$ cat src/logic/ucc_pkg.sv
// package of register map, field layout, reset values and types for the serial control slice
//
// What this block does
// - control_b bit 7 switches receiver on
// - control_b bit 6 switches transmitter on
// - control_b bit 4 arms start-of-frame detection
// - control_b bit 3 selects open-drain line drive
// - control_b bits 2:1 pick receive speed mode
// - control_b bit 0 selects multiprocessor mode
// - control_c bits 7:6 pick communication mode
// - mode three shows host SPI layout
// - control_c bits 5:4 select parity kind
// - control_c bit 3 sets transmit stop bits
// - control_c bits 2:0 set character width
// - SPI layout bit 2 selects bit order
// - SPI layout bit 1 selects clock phase
// - baud divisor is 16 bits, two bytes
// - any baud write reloads prescaler at once
// - nine-bit low-first launches on high byte write
package ucc_pkg;

    // apb geometry
    localparam int          APB_ADDR_W       = 12;
    localparam int          APB_DATA_W       = 32;
    localparam int          REG_IDX_W        = 10;

    // register indices, byte address is four times the index
    localparam logic [9:0]  IDX_TXDATA_LOW   = 10'h002;
    localparam logic [9:0]  IDX_TXDATA_HIGH  = 10'h003;
    localparam logic [9:0]  IDX_CONTROL_B    = 10'h006;
    localparam logic [9:0]  IDX_CONTROL_C    = 10'h007;
    localparam logic [9:0]  IDX_BAUD_LOW     = 10'h008;
    localparam logic [9:0]  IDX_BAUD_HIGH    = 10'h009;

    // control_b field positions
    localparam int          CB_RECEIVER_EN   = 7;
    localparam int          CB_TRANSMIT_EN   = 6;
    localparam int          CB_FRAME_START   = 4;
    localparam int          CB_OPEN_DRAIN    = 3;
    localparam int          CB_SPEED_HI      = 2;
    localparam int          CB_SPEED_LO      = 1;
    localparam int          CB_MULTIPROC     = 0;
    localparam logic [7:0]  CB_WRITE_MASK    = 8'hdf;

    // control_c field positions, frame and SPI layouts
    localparam int          CC_MODE_HI       = 7;
    localparam int          CC_MODE_LO       = 6;
    localparam int          CC_PARITY_HI     = 5;
    localparam int          CC_PARITY_LO     = 4;
    localparam int          CC_STOP          = 3;
    localparam int          CC_CHAR_HI       = 2;
    localparam int          CC_CHAR_LO       = 0;
    localparam int          CC_BIT_ORDER     = 2;
    localparam int          CC_CLOCK_PHASE   = 1;
    localparam logic [7:0]  CC_SPI_MASK      = 8'hc6;

    // reset values
    localparam logic [7:0]  CONTROL_B_RESET  = 8'h00;
    localparam logic [7:0]  CONTROL_C_RESET  = 8'h03;
    localparam logic [15:0] BAUD_RESET       = 16'h0000;
    localparam logic [7:0]  TXDATA_RESET     = 8'h00;

    // frame counts
    localparam logic [3:0]  CHAR_BASE_BITS   = 4'h5;
    localparam logic [3:0]  NINE_BITS        = 4'h9;
    localparam logic [3:0]  SPI_DATA_BITS    = 4'h8;
    localparam logic [1:0]  STOP_ONE         = 2'h1;
    localparam logic [1:0]  STOP_TWO         = 2'h2;

    typedef enum logic [1:0] {
        RXM_NORMAL           = 2'h0,
        RXM_DOUBLE_SPEED     = 2'h1,
        RXM_GENERIC_AUTOBAUD = 2'h2,
        RXM_LIN_AUTOBAUD     = 2'h3
    } ucc_rx_mode_t;

    typedef enum logic [1:0] {
        CM_ASYNC         = 2'h0,
        CM_SYNC          = 2'h1,
        CM_INFRARED_MODE = 2'h2,
        CM_HOST_SPI_MODE = 2'h3
    } ucc_comm_mode_t;

    typedef enum logic [1:0] {
        PAR_NONE     = 2'h0,
        PAR_RESERVED = 2'h1,
        PAR_EVEN     = 2'h2,
        PAR_ODD      = 2'h3
    } ucc_parity_t;

    typedef enum logic [2:0] {
        CH_5_BITS              = 3'h0,
        CH_6_BITS              = 3'h1,
        CH_7_BITS              = 3'h2,
        CH_8_BITS              = 3'h3,
        CH_RESERVED_4          = 3'h4,
        CH_RESERVED_5          = 3'h5,
        CH_NINE_BIT_LOW_FIRST  = 3'h6,
        CH_NINE_BIT_HIGH_FIRST = 3'h7
    } ucc_char_t;

    // decoded configuration handed to the serial engines
    typedef struct packed {
        logic           receiverEnable;
        logic           transmitterEnable;
        logic           frameStartDetectEnable;
        logic           openDrainEnable;
        ucc_rx_mode_t   receiveSpeedMode;
        logic           multiprocessorMode;
        ucc_comm_mode_t commModeSelect;
        logic           hostSpiMode;
        logic           parityEnable;
        logic           parityOdd;
        logic [1:0]     stopBitCount;
        logic [3:0]     dataBits;
        logic           charReserved;
        logic           nineBitLowFirst;
        logic           nineBitHighFirst;
        logic           bitOrderLsbFirst;
        logic           clockPhaseTrailing;
        logic [15:0]    baudDivisor;
    } ucc_cfg_t;

    // character launched toward the transmitter
    typedef struct packed {
        logic       launch;
        logic [8:0] data;
    } ucc_tx_word_t;

endpackage : ucc_pkg

$ cat src/logic/ucc_baud_prescaler.sv
// baud prescaler: down counter reloaded from the divisor, one tick per wrap
`timescale 1ns/1ps
`default_nettype none
module ucc_baud_prescaler
    import ucc_pkg::*;
(
    input  wire logic        ref_clk,
    input  wire logic        sys_rst,
    input  wire logic        reload,
    input  wire logic [15:0] divisor,
    input  wire logic        run,
    output logic             tick
);

    logic [15:0] countReg;

    // count down, wrap to the divisor; a reload wins over counting
    always_ff @(posedge ref_clk or posedge sys_rst) begin
        if (sys_rst) begin
            countReg <= BAUD_RESET;
            tick     <= 1'b0;
        end else if (reload) begin
            countReg <= divisor;
            tick     <= 1'b0;
        end else if (run) begin
            if (countReg == 16'h0000) begin
                countReg <= divisor;
                tick     <= 1'b1;
            end else begin
                countReg <= countReg - 16'h0001;
                tick     <= 1'b0;
            end
        end else begin
            tick <= 1'b0;
        end
    end

endmodule : ucc_baud_prescaler
`default_nettype wire

$ cat src/logic/ucc_control_config.sv
// serial transceiver control slice: apb registers, decoded configuration, line drive
`timescale 1ns/1ps
`default_nettype none
module ucc_control_config
    import ucc_pkg::*;
(
    input  wire logic                  ref_clk,
    input  wire logic                  sys_rst,
    input  wire logic                  psel,
    input  wire logic                  penable,
    input  wire logic                  pwrite,
    input  wire logic [APB_ADDR_W-1:0] paddr,
    input  wire logic [APB_DATA_W-1:0] pwdata,
    input  wire logic [3:0]            pstrb,
    output logic      [APB_DATA_W-1:0] prdata,
    output logic                       pready,
    output logic                       pslverr,
    input  wire logic                  txLineLevel,
    input  wire logic                  rxLineIn,
    output logic                       txPinOut,
    output logic                       txPinOe,
    output logic                       rxLineToCore,
    output ucc_cfg_t                   cfgOut,
    output ucc_tx_word_t               txWordOut,
    output logic                       baudTick
);

    // ------------------------------------------------------------
    // helper functions
    // ------------------------------------------------------------

    // word index of a byte address
    function automatic logic [REG_IDX_W-1:0] regIndex(input logic [APB_ADDR_W-1:0] addr);
        regIndex = addr[APB_ADDR_W-1:2];
    endfunction : regIndex

    // true for an aligned address that hits one of our registers
    function automatic logic isMapped(input logic [APB_ADDR_W-1:0] addr);
        logic [REG_IDX_W-1:0] idx;
        idx = regIndex(addr);
        isMapped = (addr[1:0] == 2'h0) &&
                   ((idx == IDX_TXDATA_LOW)  || (idx == IDX_TXDATA_HIGH) ||
                    (idx == IDX_CONTROL_B)   || (idx == IDX_CONTROL_C)   ||
                    (idx == IDX_BAUD_LOW)    || (idx == IDX_BAUD_HIGH));
    endfunction : isMapped

    // value stored into control_c, shaped by the layout the write selects
    function automatic logic [7:0] shapeControlC(input logic [7:0] wr);
        if (wr[CC_MODE_HI:CC_MODE_LO] == CM_HOST_SPI_MODE) begin
            shapeControlC = wr & CC_SPI_MASK;
        end else begin
            shapeControlC = wr;
        end
    endfunction : shapeControlC

    // turn the raw registers into the decoded configuration
    function automatic ucc_cfg_t decodeConfig(input logic [7:0]  cb,
                                              input logic [7:0]  cc,
                                              input logic [15:0] baud);
        ucc_cfg_t  c;
        ucc_char_t ch;
        c  = '0;
        ch = ucc_char_t'(cc[CC_CHAR_HI:CC_CHAR_LO]);
        c.receiverEnable         = cb[CB_RECEIVER_EN];
        c.transmitterEnable      = cb[CB_TRANSMIT_EN];
        c.frameStartDetectEnable = cb[CB_FRAME_START];
        c.openDrainEnable        = cb[CB_OPEN_DRAIN];
        c.receiveSpeedMode       = ucc_rx_mode_t'(cb[CB_SPEED_HI:CB_SPEED_LO]);
        c.multiprocessorMode     = cb[CB_MULTIPROC];
        c.commModeSelect         = ucc_comm_mode_t'(cc[CC_MODE_HI:CC_MODE_LO]);
        c.hostSpiMode            = (c.commModeSelect == CM_HOST_SPI_MODE);
        c.baudDivisor            = baud;
        if (c.hostSpiMode) begin
            // SPI layout: frame fields replaced by order and phase
            c.parityEnable       = 1'b0;
            c.parityOdd          = 1'b0;
            c.stopBitCount       = STOP_ONE;
            c.dataBits           = SPI_DATA_BITS;
            c.charReserved       = 1'b0;
            c.nineBitLowFirst    = 1'b0;
            c.nineBitHighFirst   = 1'b0;
            c.bitOrderLsbFirst   = cc[CC_BIT_ORDER];
            c.clockPhaseTrailing = cc[CC_CLOCK_PHASE];
        end else begin
            // frame layout: parity, stop bits and width
            case (ucc_parity_t'(cc[CC_PARITY_HI:CC_PARITY_LO]))
                PAR_EVEN: begin
                    c.parityEnable = 1'b1;
                    c.parityOdd    = 1'b0;
                end
                PAR_ODD: begin
                    c.parityEnable = 1'b1;
                    c.parityOdd    = 1'b1;
                end
                default: begin
                    c.parityEnable = 1'b0; // none and the reserved code send no parity
                    c.parityOdd    = 1'b0;
                end
            endcase
            c.stopBitCount = cc[CC_STOP] ? STOP_TWO : STOP_ONE;
            case (ch)
                CH_5_BITS, CH_6_BITS, CH_7_BITS, CH_8_BITS: begin
                    c.dataBits = CHAR_BASE_BITS + {2'h0, cc[1:0]};
                end
                CH_NINE_BIT_LOW_FIRST: begin
                    c.dataBits        = NINE_BITS;
                    c.nineBitLowFirst = 1'b1;
                end
                CH_NINE_BIT_HIGH_FIRST: begin
                    c.dataBits         = NINE_BITS;
                    c.nineBitHighFirst = 1'b1;
                end
                default: begin
                    c.dataBits     = SPI_DATA_BITS; // reserved codes flagged, run as 8
                    c.charReserved = 1'b1;
                end
            endcase
            c.bitOrderLsbFirst   = 1'b0;
            c.clockPhaseTrailing = 1'b0;
        end
        decodeConfig = c;
    endfunction : decodeConfig

    // ------------------------------------------------------------
    // storage
    // ------------------------------------------------------------

    logic [7:0]            controlBReg;
    logic [7:0]            controlCReg;
    logic [15:0]           baudReg;
    logic [7:0]            txLowReg;
    logic                  txHighReg;
    logic                  slvErrReg;
    logic [APB_DATA_W-1:0] readDataReg;

    // bus phase decode
    logic                  setupPhase;
    logic                  accessPhase;
    logic                  writeTaken;
    logic [REG_IDX_W-1:0]  accIdx;
    logic                  wrControlB;
    logic                  wrControlC;
    logic                  wrBaudLow;
    logic                  wrBaudHigh;
    logic                  wrTxLow;
    logic                  wrTxHigh;
    logic                  baudReload;
    logic                  nineLowFirstNow;

    assign setupPhase  = psel & ~penable;
    assign accessPhase = psel & penable;
    assign accIdx      = regIndex(paddr);

    // writes land at the access edge, lane 0 carries every register
    assign writeTaken  = accessPhase & pwrite & pstrb[0] & ~slvErrReg;
    assign wrControlB  = writeTaken & (accIdx == IDX_CONTROL_B);
    assign wrControlC  = writeTaken & (accIdx == IDX_CONTROL_C);
    assign wrBaudLow   = writeTaken & (accIdx == IDX_BAUD_LOW);
    assign wrBaudHigh  = writeTaken & (accIdx == IDX_BAUD_HIGH);
    assign wrTxLow     = writeTaken & (accIdx == IDX_TXDATA_LOW);
    assign wrTxHigh    = writeTaken & (accIdx == IDX_TXDATA_HIGH);
    assign baudReload  = wrBaudLow | wrBaudHigh;

    // zero wait state slave; error only for unmapped addresses
    assign pready  = 1'b1;
    assign pslverr = accessPhase & slvErrReg;
    assign prdata  = readDataReg;

    // control_b, unused bit 5 never stored
    always_ff @(posedge ref_clk or posedge sys_rst) begin
        if (sys_rst) begin
            controlBReg <= CONTROL_B_RESET;
        end else if (wrControlB) begin
            controlBReg <= pwdata[7:0] & CB_WRITE_MASK;
        end
    end

    // control_c, layout chosen by the mode being written
    always_ff @(posedge ref_clk or posedge sys_rst) begin
        if (sys_rst) begin
            controlCReg <= CONTROL_C_RESET;
        end else if (wrControlC) begin
            controlCReg <= shapeControlC(pwdata[7:0]);
        end
    end

    // baud divisor bytes
    always_ff @(posedge ref_clk or posedge sys_rst) begin
        if (sys_rst) begin
            baudReg <= BAUD_RESET;
        end else if (wrBaudLow) begin
            baudReg[7:0] <= pwdata[7:0];
        end else if (wrBaudHigh) begin
            baudReg[15:8] <= pwdata[7:0];
        end
    end

    // transmit holding bytes
    always_ff @(posedge ref_clk or posedge sys_rst) begin
        if (sys_rst) begin
            txLowReg  <= TXDATA_RESET;
            txHighReg <= 1'b0;
        end else begin
            if (wrTxLow) begin
                txLowReg <= pwdata[7:0];
            end
            if (wrTxHigh) begin
                txHighReg <= pwdata[0];
            end
        end
    end

    // the byte that completes a character launches it
    assign nineLowFirstNow =
        (ucc_char_t'(controlCReg[CC_CHAR_HI:CC_CHAR_LO]) == CH_NINE_BIT_LOW_FIRST) &&
        (controlCReg[CC_MODE_HI:CC_MODE_LO] != CM_HOST_SPI_MODE);

    always_ff @(posedge ref_clk or posedge sys_rst) begin
        if (sys_rst) begin
            txWordOut <= '0;
        end else if (nineLowFirstNow && wrTxHigh) begin
            txWordOut.launch <= 1'b1;
            txWordOut.data   <= {pwdata[0], txLowReg};
        end else if (!nineLowFirstNow && wrTxLow) begin
            txWordOut.launch <= 1'b1;
            txWordOut.data   <= {txHighReg, pwdata[7:0]};
        end else begin
            txWordOut.launch <= 1'b0;
        end
    end

    // unmapped check and read data captured in the setup cycle
    always_ff @(posedge ref_clk or posedge sys_rst) begin
        if (sys_rst) begin
            slvErrReg   <= 1'b0;
            readDataReg <= '0;
        end else if (setupPhase) begin
            slvErrReg   <= ~isMapped(paddr);
            readDataReg <= '0;
            if (!pwrite && isMapped(paddr)) begin
                case (regIndex(paddr))
                    IDX_TXDATA_LOW:  readDataReg[7:0] <= txLowReg;
                    IDX_TXDATA_HIGH: readDataReg[0]   <= txHighReg;
                    IDX_CONTROL_B:   readDataReg[7:0] <= controlBReg;
                    IDX_CONTROL_C:   readDataReg[7:0] <= controlCReg;
                    IDX_BAUD_LOW:    readDataReg[7:0] <= baudReg[7:0];
                    IDX_BAUD_HIGH:   readDataReg[7:0] <= baudReg[15:8];
                    default:         readDataReg      <= '0;
                endcase
            end
        end
    end

    // ------------------------------------------------------------
    // decoded configuration and line handling
    // ------------------------------------------------------------

    ucc_cfg_t cfgNext;

    assign cfgNext = decodeConfig(controlBReg, controlCReg, baudReg);

    // registered copy, one cycle behind the register file
    always_ff @(posedge ref_clk or posedge sys_rst) begin
        if (sys_rst) begin
            cfgOut <= decodeConfig(CONTROL_B_RESET, CONTROL_C_RESET, BAUD_RESET);
        end else begin
            cfgOut <= cfgNext;
        end
    end

    // transmit pin: push-pull or open-drain, released while transmitter off
    always_ff @(posedge ref_clk or posedge sys_rst) begin
        if (sys_rst) begin
            txPinOut <= 1'b0;
            txPinOe  <= 1'b0;
        end else if (!controlBReg[CB_TRANSMIT_EN]) begin
            txPinOut <= 1'b0;
            txPinOe  <= 1'b0;
        end else if (controlBReg[CB_OPEN_DRAIN]) begin
            txPinOut <= 1'b0;
            txPinOe  <= ~txLineLevel;
        end else begin
            txPinOut <= txLineLevel;
            txPinOe  <= 1'b1;
        end
    end

    // receive path held at idle level while receiver off
    always_ff @(posedge ref_clk or posedge sys_rst) begin
        if (sys_rst) begin
            rxLineToCore <= 1'b1;
        end else begin
            rxLineToCore <= controlBReg[CB_RECEIVER_EN] ? rxLineIn : 1'b1;
        end
    end

    // bit-rate prescaler, runs while either direction is on
    ucc_baud_prescaler u_prescaler (
        .ref_clk (ref_clk),
        .sys_rst (sys_rst),
        .reload  (baudReload),
        .divisor (wrBaudLow  ? {baudReg[15:8], pwdata[7:0]} :
                  wrBaudHigh ? {pwdata[7:0], baudReg[7:0]}  : baudReg),
        .run     (controlBReg[CB_RECEIVER_EN] | controlBReg[CB_TRANSMIT_EN]),
        .tick    (baudTick)
    );

endmodule : ucc_control_config
`default_nettype wire

$ cat config.mk
export PLATFORM = sky130hd
export DESIGN_NAME = ucc_control_config
export DESIGN_NICKNAME = d
export VERILOG_FILES = /design/src/logic/ucc_pkg.sv /design/src/logic/ucc_baud_prescaler.sv /design/src/logic/ucc_control_config.sv
export SDC_FILE = /design/constraint.sdc
export NUM_CORES = 1
export LEC_CHECK = 0
export BUFFER_PORTS_ARGS = -buffer_cell sky130_fd_sc_hd__buf_4
export CAP_MARGIN = 40
export CORE_MARGIN = 2
export CORE_UTILIZATION = 58
export CTS_CLUSTER_SIZE = 30
export DETAILED_ROUTE_END_ITERATION = 6
export GPL_ROUTABILITY_DRIVEN = 0
export PLACE_DENSITY = 0.95
export SYNTH_ARGS = -nofsm -noshare
export SYNTH_HDL_FRONTEND = slang
export SYNTH_SLANG_ARGS = --single-unit
$ cat constraint.sdc
create_clock -name ref_clk -period 10.2 [get_ports ref_clk]
set_clock_uncertainty 0.1 [all_clocks]
set_input_delay 0.51 -clock ref_clk [delete_from_list [all_inputs] [get_ports ref_clk]]
set_output_delay 0.51 -clock ref_clk [all_outputs]
set_load 0.005 [all_outputs]
* Word-level counts from Yosys, hierarchy flattened
Index checks and enable logic that the tools add are counted.
** Cells by class
- Multiplexer cells :: 27
- Bitwise gates (word level) :: 19
- Reductions and logical operators :: 21
- Equal/unequal tests :: 16
- Add/subtract/negate cells :: 2
** Operators by type and width (count)
- $mux W16 :: 5
- $pmux W7 S5 :: 1
- $eq A10 B2 Y1 const B :: 2
- $eq A10 B3 Y1 const B :: 2
- $eq A10 B4 Y1 const B :: 2
- $logic_not A16 Y1 :: 1
- $sub A16 B1 Y16 const B :: 1
- $mux W13 :: 1
- $and A1 B1 Y1 :: 12
- $mux W1 :: 12
- $mux W10 :: 1
- $mux W9 :: 1
- $eq A2 B2 Y1 const B :: 4
- $mux W8 :: 1
- $pmux W4 S2 :: 1
- $eq A3 B2 Y1 const B :: 2
- $eq A3 B3 Y1 const B :: 2
- $mux W6 :: 1
- $pmux W1 S6 :: 1
- $reduce_or A6 Y1 :: 1
- $logic_and A1 B1 Y1 :: 5
- $logic_or A1 B1 Y1 :: 5
- $not A1 Y1 :: 5
- $add A3 B2 Y4 const A :: 1
- 12 further kinds :: 15
** Word-level totals
- Output and inout bits :: 87
- Word-level logic and storage cells :: 118
- Input bits :: 55
- Register bits :: 142

* Depth between registers and ports, before layout
- Depth after elaboration :: 10
- Mapped depth :: 9

* Hierarchy
Synthesis repeated with hierarchy kept, for this count alone.
** Second synthesis, totals
- Cells, all modules :: 446
- Area, all modules :: 5366.4 um^2
** By module, submodules not included
- ucc_control_config :: times used 1, area each 4197.8 um^2, sequential area each 2533.7 um^2, cells each 310
- ucc_baud_prescaler :: times used 1, area each 1168.6 um^2, sequential area each 425.4 um^2, cells each 136

* Least setup slack after synthesis
Ideal clock, no wire load.
- Path kind :: in2reg
- Start point :: input paddr[9]
- End point :: register u_prescaler.countReg[10]
- Buffers on the path :: 0
- Stages :: 5
- Path slack :: 7.957 ns
- Arrival time :: 2.020 ns
- Data required time :: 9.977 ns
- Cells stage by stage :: nor4_4 -> nand3_2 -> nor3_4 -> mux2_2 -> o221a_1
** Between the ends
- Cells in the longest elaborated chain, start to end :: 7
- Elaborated cells on any way between the ends :: 11
** RTL lines
- from (decl) :: line ucc_control_config.sv:12 : input wire logic [APB_ADDR_W-1:0] paddr,
- $eq A10 B4 Y1 :: line ucc_control_config.sv:159 : assign wrBaudHigh = writeTaken & (accIdx == IDX_BAUD_HIGH);
- $and A1 B1 Y1 :: line ucc_control_config.sv:159
- $mux W16 :: line ucc_control_config.sv:303 : wrBaudHigh ? {pwdata[7:0], baudReg[7:0]} : baudReg),
- $mux W16 :: line ucc_control_config.sv:302 : .divisor (wrBaudLow ? {baudReg[15:8], pwdata[7:0]} :
- $mux W16 :: line ucc_baud_prescaler.sv:26 : if (countReg == 16'h0000) begin
- $mux W16 :: line ucc_baud_prescaler.sv:25 : end else if (run) begin
- $mux W16 :: line ucc_baud_prescaler.sv:22 : end else if (reload) begin
- to (signal assigned) :: line ucc_baud_prescaler.sv:23 : countReg <= divisor;
- to (signal assigned) :: line ucc_baud_prescaler.sv:27 : countReg <= divisor;
- to (signal assigned) :: line ucc_baud_prescaler.sv:30 : countReg <= countReg - 16'h0001;
- to (decl) :: line ucc_baud_prescaler.sv:15 : logic [15:0] countReg;
Several ways; a longest one is shown, not always the timed one. The select of a mux whose other input is x is not followed.
A chain may end at the register's enable or synchronous reset.

* Worst setup path after layout
- Start point :: register slvErrReg
- End point :: register u_prescaler.countReg[13]
** Between the ends
- Cells in the longest elaborated chain, start to end :: 8
- Elaborated cells on any way between the ends :: 11
** RTL lines
- from (decl) :: line ucc_control_config.sv:133 : logic slvErrReg;
- from (signal assigned) :: line ucc_control_config.sv:238 : slvErrReg <= ~isMapped(paddr);
- $not A1 Y1 (*) :: line ucc_control_config.sv:155 : assign writeTaken = accessPhase & pwrite & pstrb[0] & ~slvErrReg;
- $and A1 B1 Y1 (*) :: line ucc_control_config.sv:155
- $and A1 B1 Y1 :: line ucc_control_config.sv:159
- $mux W16 :: line ucc_control_config.sv:303
- $mux W16 :: line ucc_control_config.sv:302
- $mux W16 :: line ucc_baud_prescaler.sv:26
- $mux W16 :: line ucc_baud_prescaler.sv:25
- $mux W16 :: line ucc_baud_prescaler.sv:22
Every way passes the cells marked *; elsewhere a longest branch is shown, timed or not. The select of a mux whose other input is x is not followed.

==> summary.txt <==
Final layout
  • Util after Layout: a little under three quarters
  • Final nets: 652
  • Fillers: about 600
  • Most frequent cells in the layout: 113 x dfrtp_1, 90 x buf_4, 38 x nand2_1
  • Antenna cells: 0
  • Area growth from synthesis to layout: 21.3%
  • Commonest non-fill, non-tap cell in the layout: dfrtp_1
  • Final instance area: ~6900 um2
  • Layout cells sized above 1: a little under 30%

Timing
  • RSZ-0062 raised after global routing: false
  • Final setup vio count: 0
  • Hold Vio Cnt, Final: 0
  • Worst slew margin: roughly a third
  • Max Freq: ~340 MHz
  • Final Max Slew Viols: 0
  • Min cycle time layout: 2940 ps
  • Final worst slack: 7260 ps
  • Worst-Margin Slew: 1000 ps
  • Final worst path period share: 28.8%
  • Final TNS setup: 0 ps

Power
  • Clk network pwr share: 53.1%
  • P per Cell Area: between 150 and 200 nW/um2
  • Switching share of power: between 20% and 30%
  • Peak supply drop: 0.000101 V
  • LEAKAGE: 0.00330 uW
  • Pwr Total: roughly 1100 uW
  • Sequential share of power: 42.7%
  • Switching power: 242 uW
  • Internal: 859 uW
  • Logic pwr share: 4.2%

Floorplan
  • Die Y-Extent: 103 um
  • Die area: 10600 um2
  • # rows: 36
  • Ports: around 140
  • Core area: between 9000 and 10000 um2
  • Starting Density: 58.7%
  • Die Span X: approximately 100 um

Logic synthesis
  • Post-synthesis sequential area ratio: 52.3%
  • Post-synth EDFFs: 0
  • Cell variety after synth: just under 70
  • Mean Syn Cell Area: 11.1 um2
  • Synth warnings: 0
  • Synth Register Bits: approximately 120
  • Mapped Cells: 508
  • Top_reg_cell synth: dfrtp_1
  • Mapped cell area: approximately 5700 um2
  • Async SR Flop Fraction: 100%

Outcome
  • Run status: complete, no violations

Clocking
  • CTS tree: built
  • Htree depth: 4
  • Total clock buffers created by CTS: 17
  • TritonCTS sink count: approximately 120
  • Clock latency on the worst-skew pair: 540 ps
  • CTS resizes: 0
  • Maximum clock insertion buffer count: 2
  • CTS clk-pin slew, worst paths: around 60 ps
  • Hold_buf cts: 0
  • Post-CTS setup repair buffer count: 0
  • CTS root buf: clkbuf_8

Placement
  • Dpl cell area: around 6300 um2
  • Pre-CTS setup slack: 7290 ps
  • IO Port Bufs: 89
  • Hpwl dp: 9.99 mm

Global route
  • Largest net degree at the start of global routing: 65
  • GRT Residual Overflow: 0
  • First-pass GRT wire length: 26.2 mm
  • GRT Overall Usage: 33.4%
  • Initial antenna violation count: 0
  • Vias in the first global route: 4832

Setup path
  • Worst-path fanout max: 15
  • Worst EP required: 10510 ps
  • Crit path kind: reg -> reg
  • Crit path DAT: 3250 ps
  • Crit path capture type: flop
  • Nature of the critical path startpoint: flop

Job
  • Max-capacitance violation count: 0

Worst hold path
  • Hold Crit Class: in -> async

Detailed routing
  • Via density: 6.52
  • Drt drc: 0
  • Drt first pass iters: 6
  • Wirelength per Cell: 23.0 um
  • ANT nets after route: 0
  • WL final: between 15 and 20 mm
  • DR vias: between 4000 and 5000
  • Iteration-0 DRC Markers: 771
-- worst paths after layout --
path	startpoint	to	slack, ps	cells past startpoint
setup / recovery	slvErrReg$_DFFE_PP0P_	u_prescaler.countReg[13]$_DFFE_PP0P_	7260	5
hold / removal	sys_rst	controlCReg[2]$_DFFE_PP0P_	5	2
max in group asynchronous	sys_rst	prdata[3]$_DFFE_PP0P_	8730	3
hold reg to reg	controlBReg[2]$_DFFE_PP0P_	cfgOut[34]$_DFF_PP0_	310	0
min in group ref_clk	pwrite	prdata[0]$_DFFE_PP0P_	80	2
setup reg to reg	slvErrReg$_DFFE_PP0P_	u_prescaler.countReg[13]$_DFFE_PP0P_	7260	5
-- flip-flops by register name (all words and copies together) (netlist names) --
signal	flops
slvErrReg	1
u_prescaler.countReg	16
txPinOe	1
controlBReg	7
controlCReg	8
txHighReg	1
txWordOut	10
txPinOut	1
txLowReg	8
prdata	8
rxLineToCore	1
baudReg	16
cfgOut	39
u_prescaler.tick	1
-- layout make-up --
type / instances / area, um2 / area share [%]
sequential: 118 / 2960 / 43.1
inverter: 15 / 58.8 / 0.856
clock buffer: 22 / 443 / 6.45
tap: 133 / 166 / 2.42
timing repair buffer: 91 / 691 / 10.1
clock inverter: 10 / 129 / 1.88
multi-input combinational: 348 / 2420 / 35.3
-- stage by stage --
step | instances | hold slack (ps)
after global placement | 704 | 290
after floorplan | 531 | 266
after global routing | 737 | 57.5
after CTS | 737 | 19.3
after detailed placement | 705 | 295
final | 737 | 4.97
-- cells in the mapped netlist, drive strengths merged (4+ instances only) --
master   instances  area share (%)
o2bb2ai          4            0.62
and4             6            0.95
a31oi            4            0.44
clkbuf          12            0.80
a22o             8             1.2
mux2i            9             1.6
dfrtp          113              50
and2             5            0.60
and3             7            0.80
nor2            29             1.9
o21ai           18             1.6
inv             15            0.99
buf             38             4.7
o211ai          11             1.5
nand2b           4            0.44
nand2           38             2.5
o221a            6             1.2
mux2            32             6.4
nor4             7             1.3
a21oi           11            0.97
nand4            5            0.93
nand3           38             3.4
a211o           11             1.7
dfstp            5             2.3
nor4b           11             1.7
ha               6             1.3
a2bb2oi          6             1.0
nor3            11             1.3
-- cells by family after synthesis --
group | share of synthesized area [%]
AND/OR/NAND/NOR | 18.0
flip-flops | 52.3
AO/OA/AOI/OAI | 13.3
buffers and inverters | 6.50
multiplexers | 8.35
adder cells (fa/ha/maj) | 1.33
other | 0.133
XOR/XNOR | 0.155
-- routing by layer --
metal	routed length, um	vias to the layer above	global-route usage (%)
met3	2130	95	13.4
li1	-	1992	-
met4	907	0	17.3
met2	8020	443	53.1
met1	5930	2273	39.2
met5	0	-	0
-- power groups by stage --
stage | clock network (uW) | registers [uW] | logic, uW
floorplan | 0 | 478 | 30.6
global placement | 0 | 478 | 41.0
detailed placement | 0 | 478 | 42.8
finish | 585 | 470 | 45.8
CTS | 583 | 470 | 44.5
global route | 606 | 470 | 49.6
-- critical path, stage by stage, from the launching register on --
cell and delay [ps]:
dfrtp_1 420, nor4bb_1 560, nand4_2 390, nand2_1 620
nand2_1 370, o221a_1 350
Power figures use the tool's default switching activity.
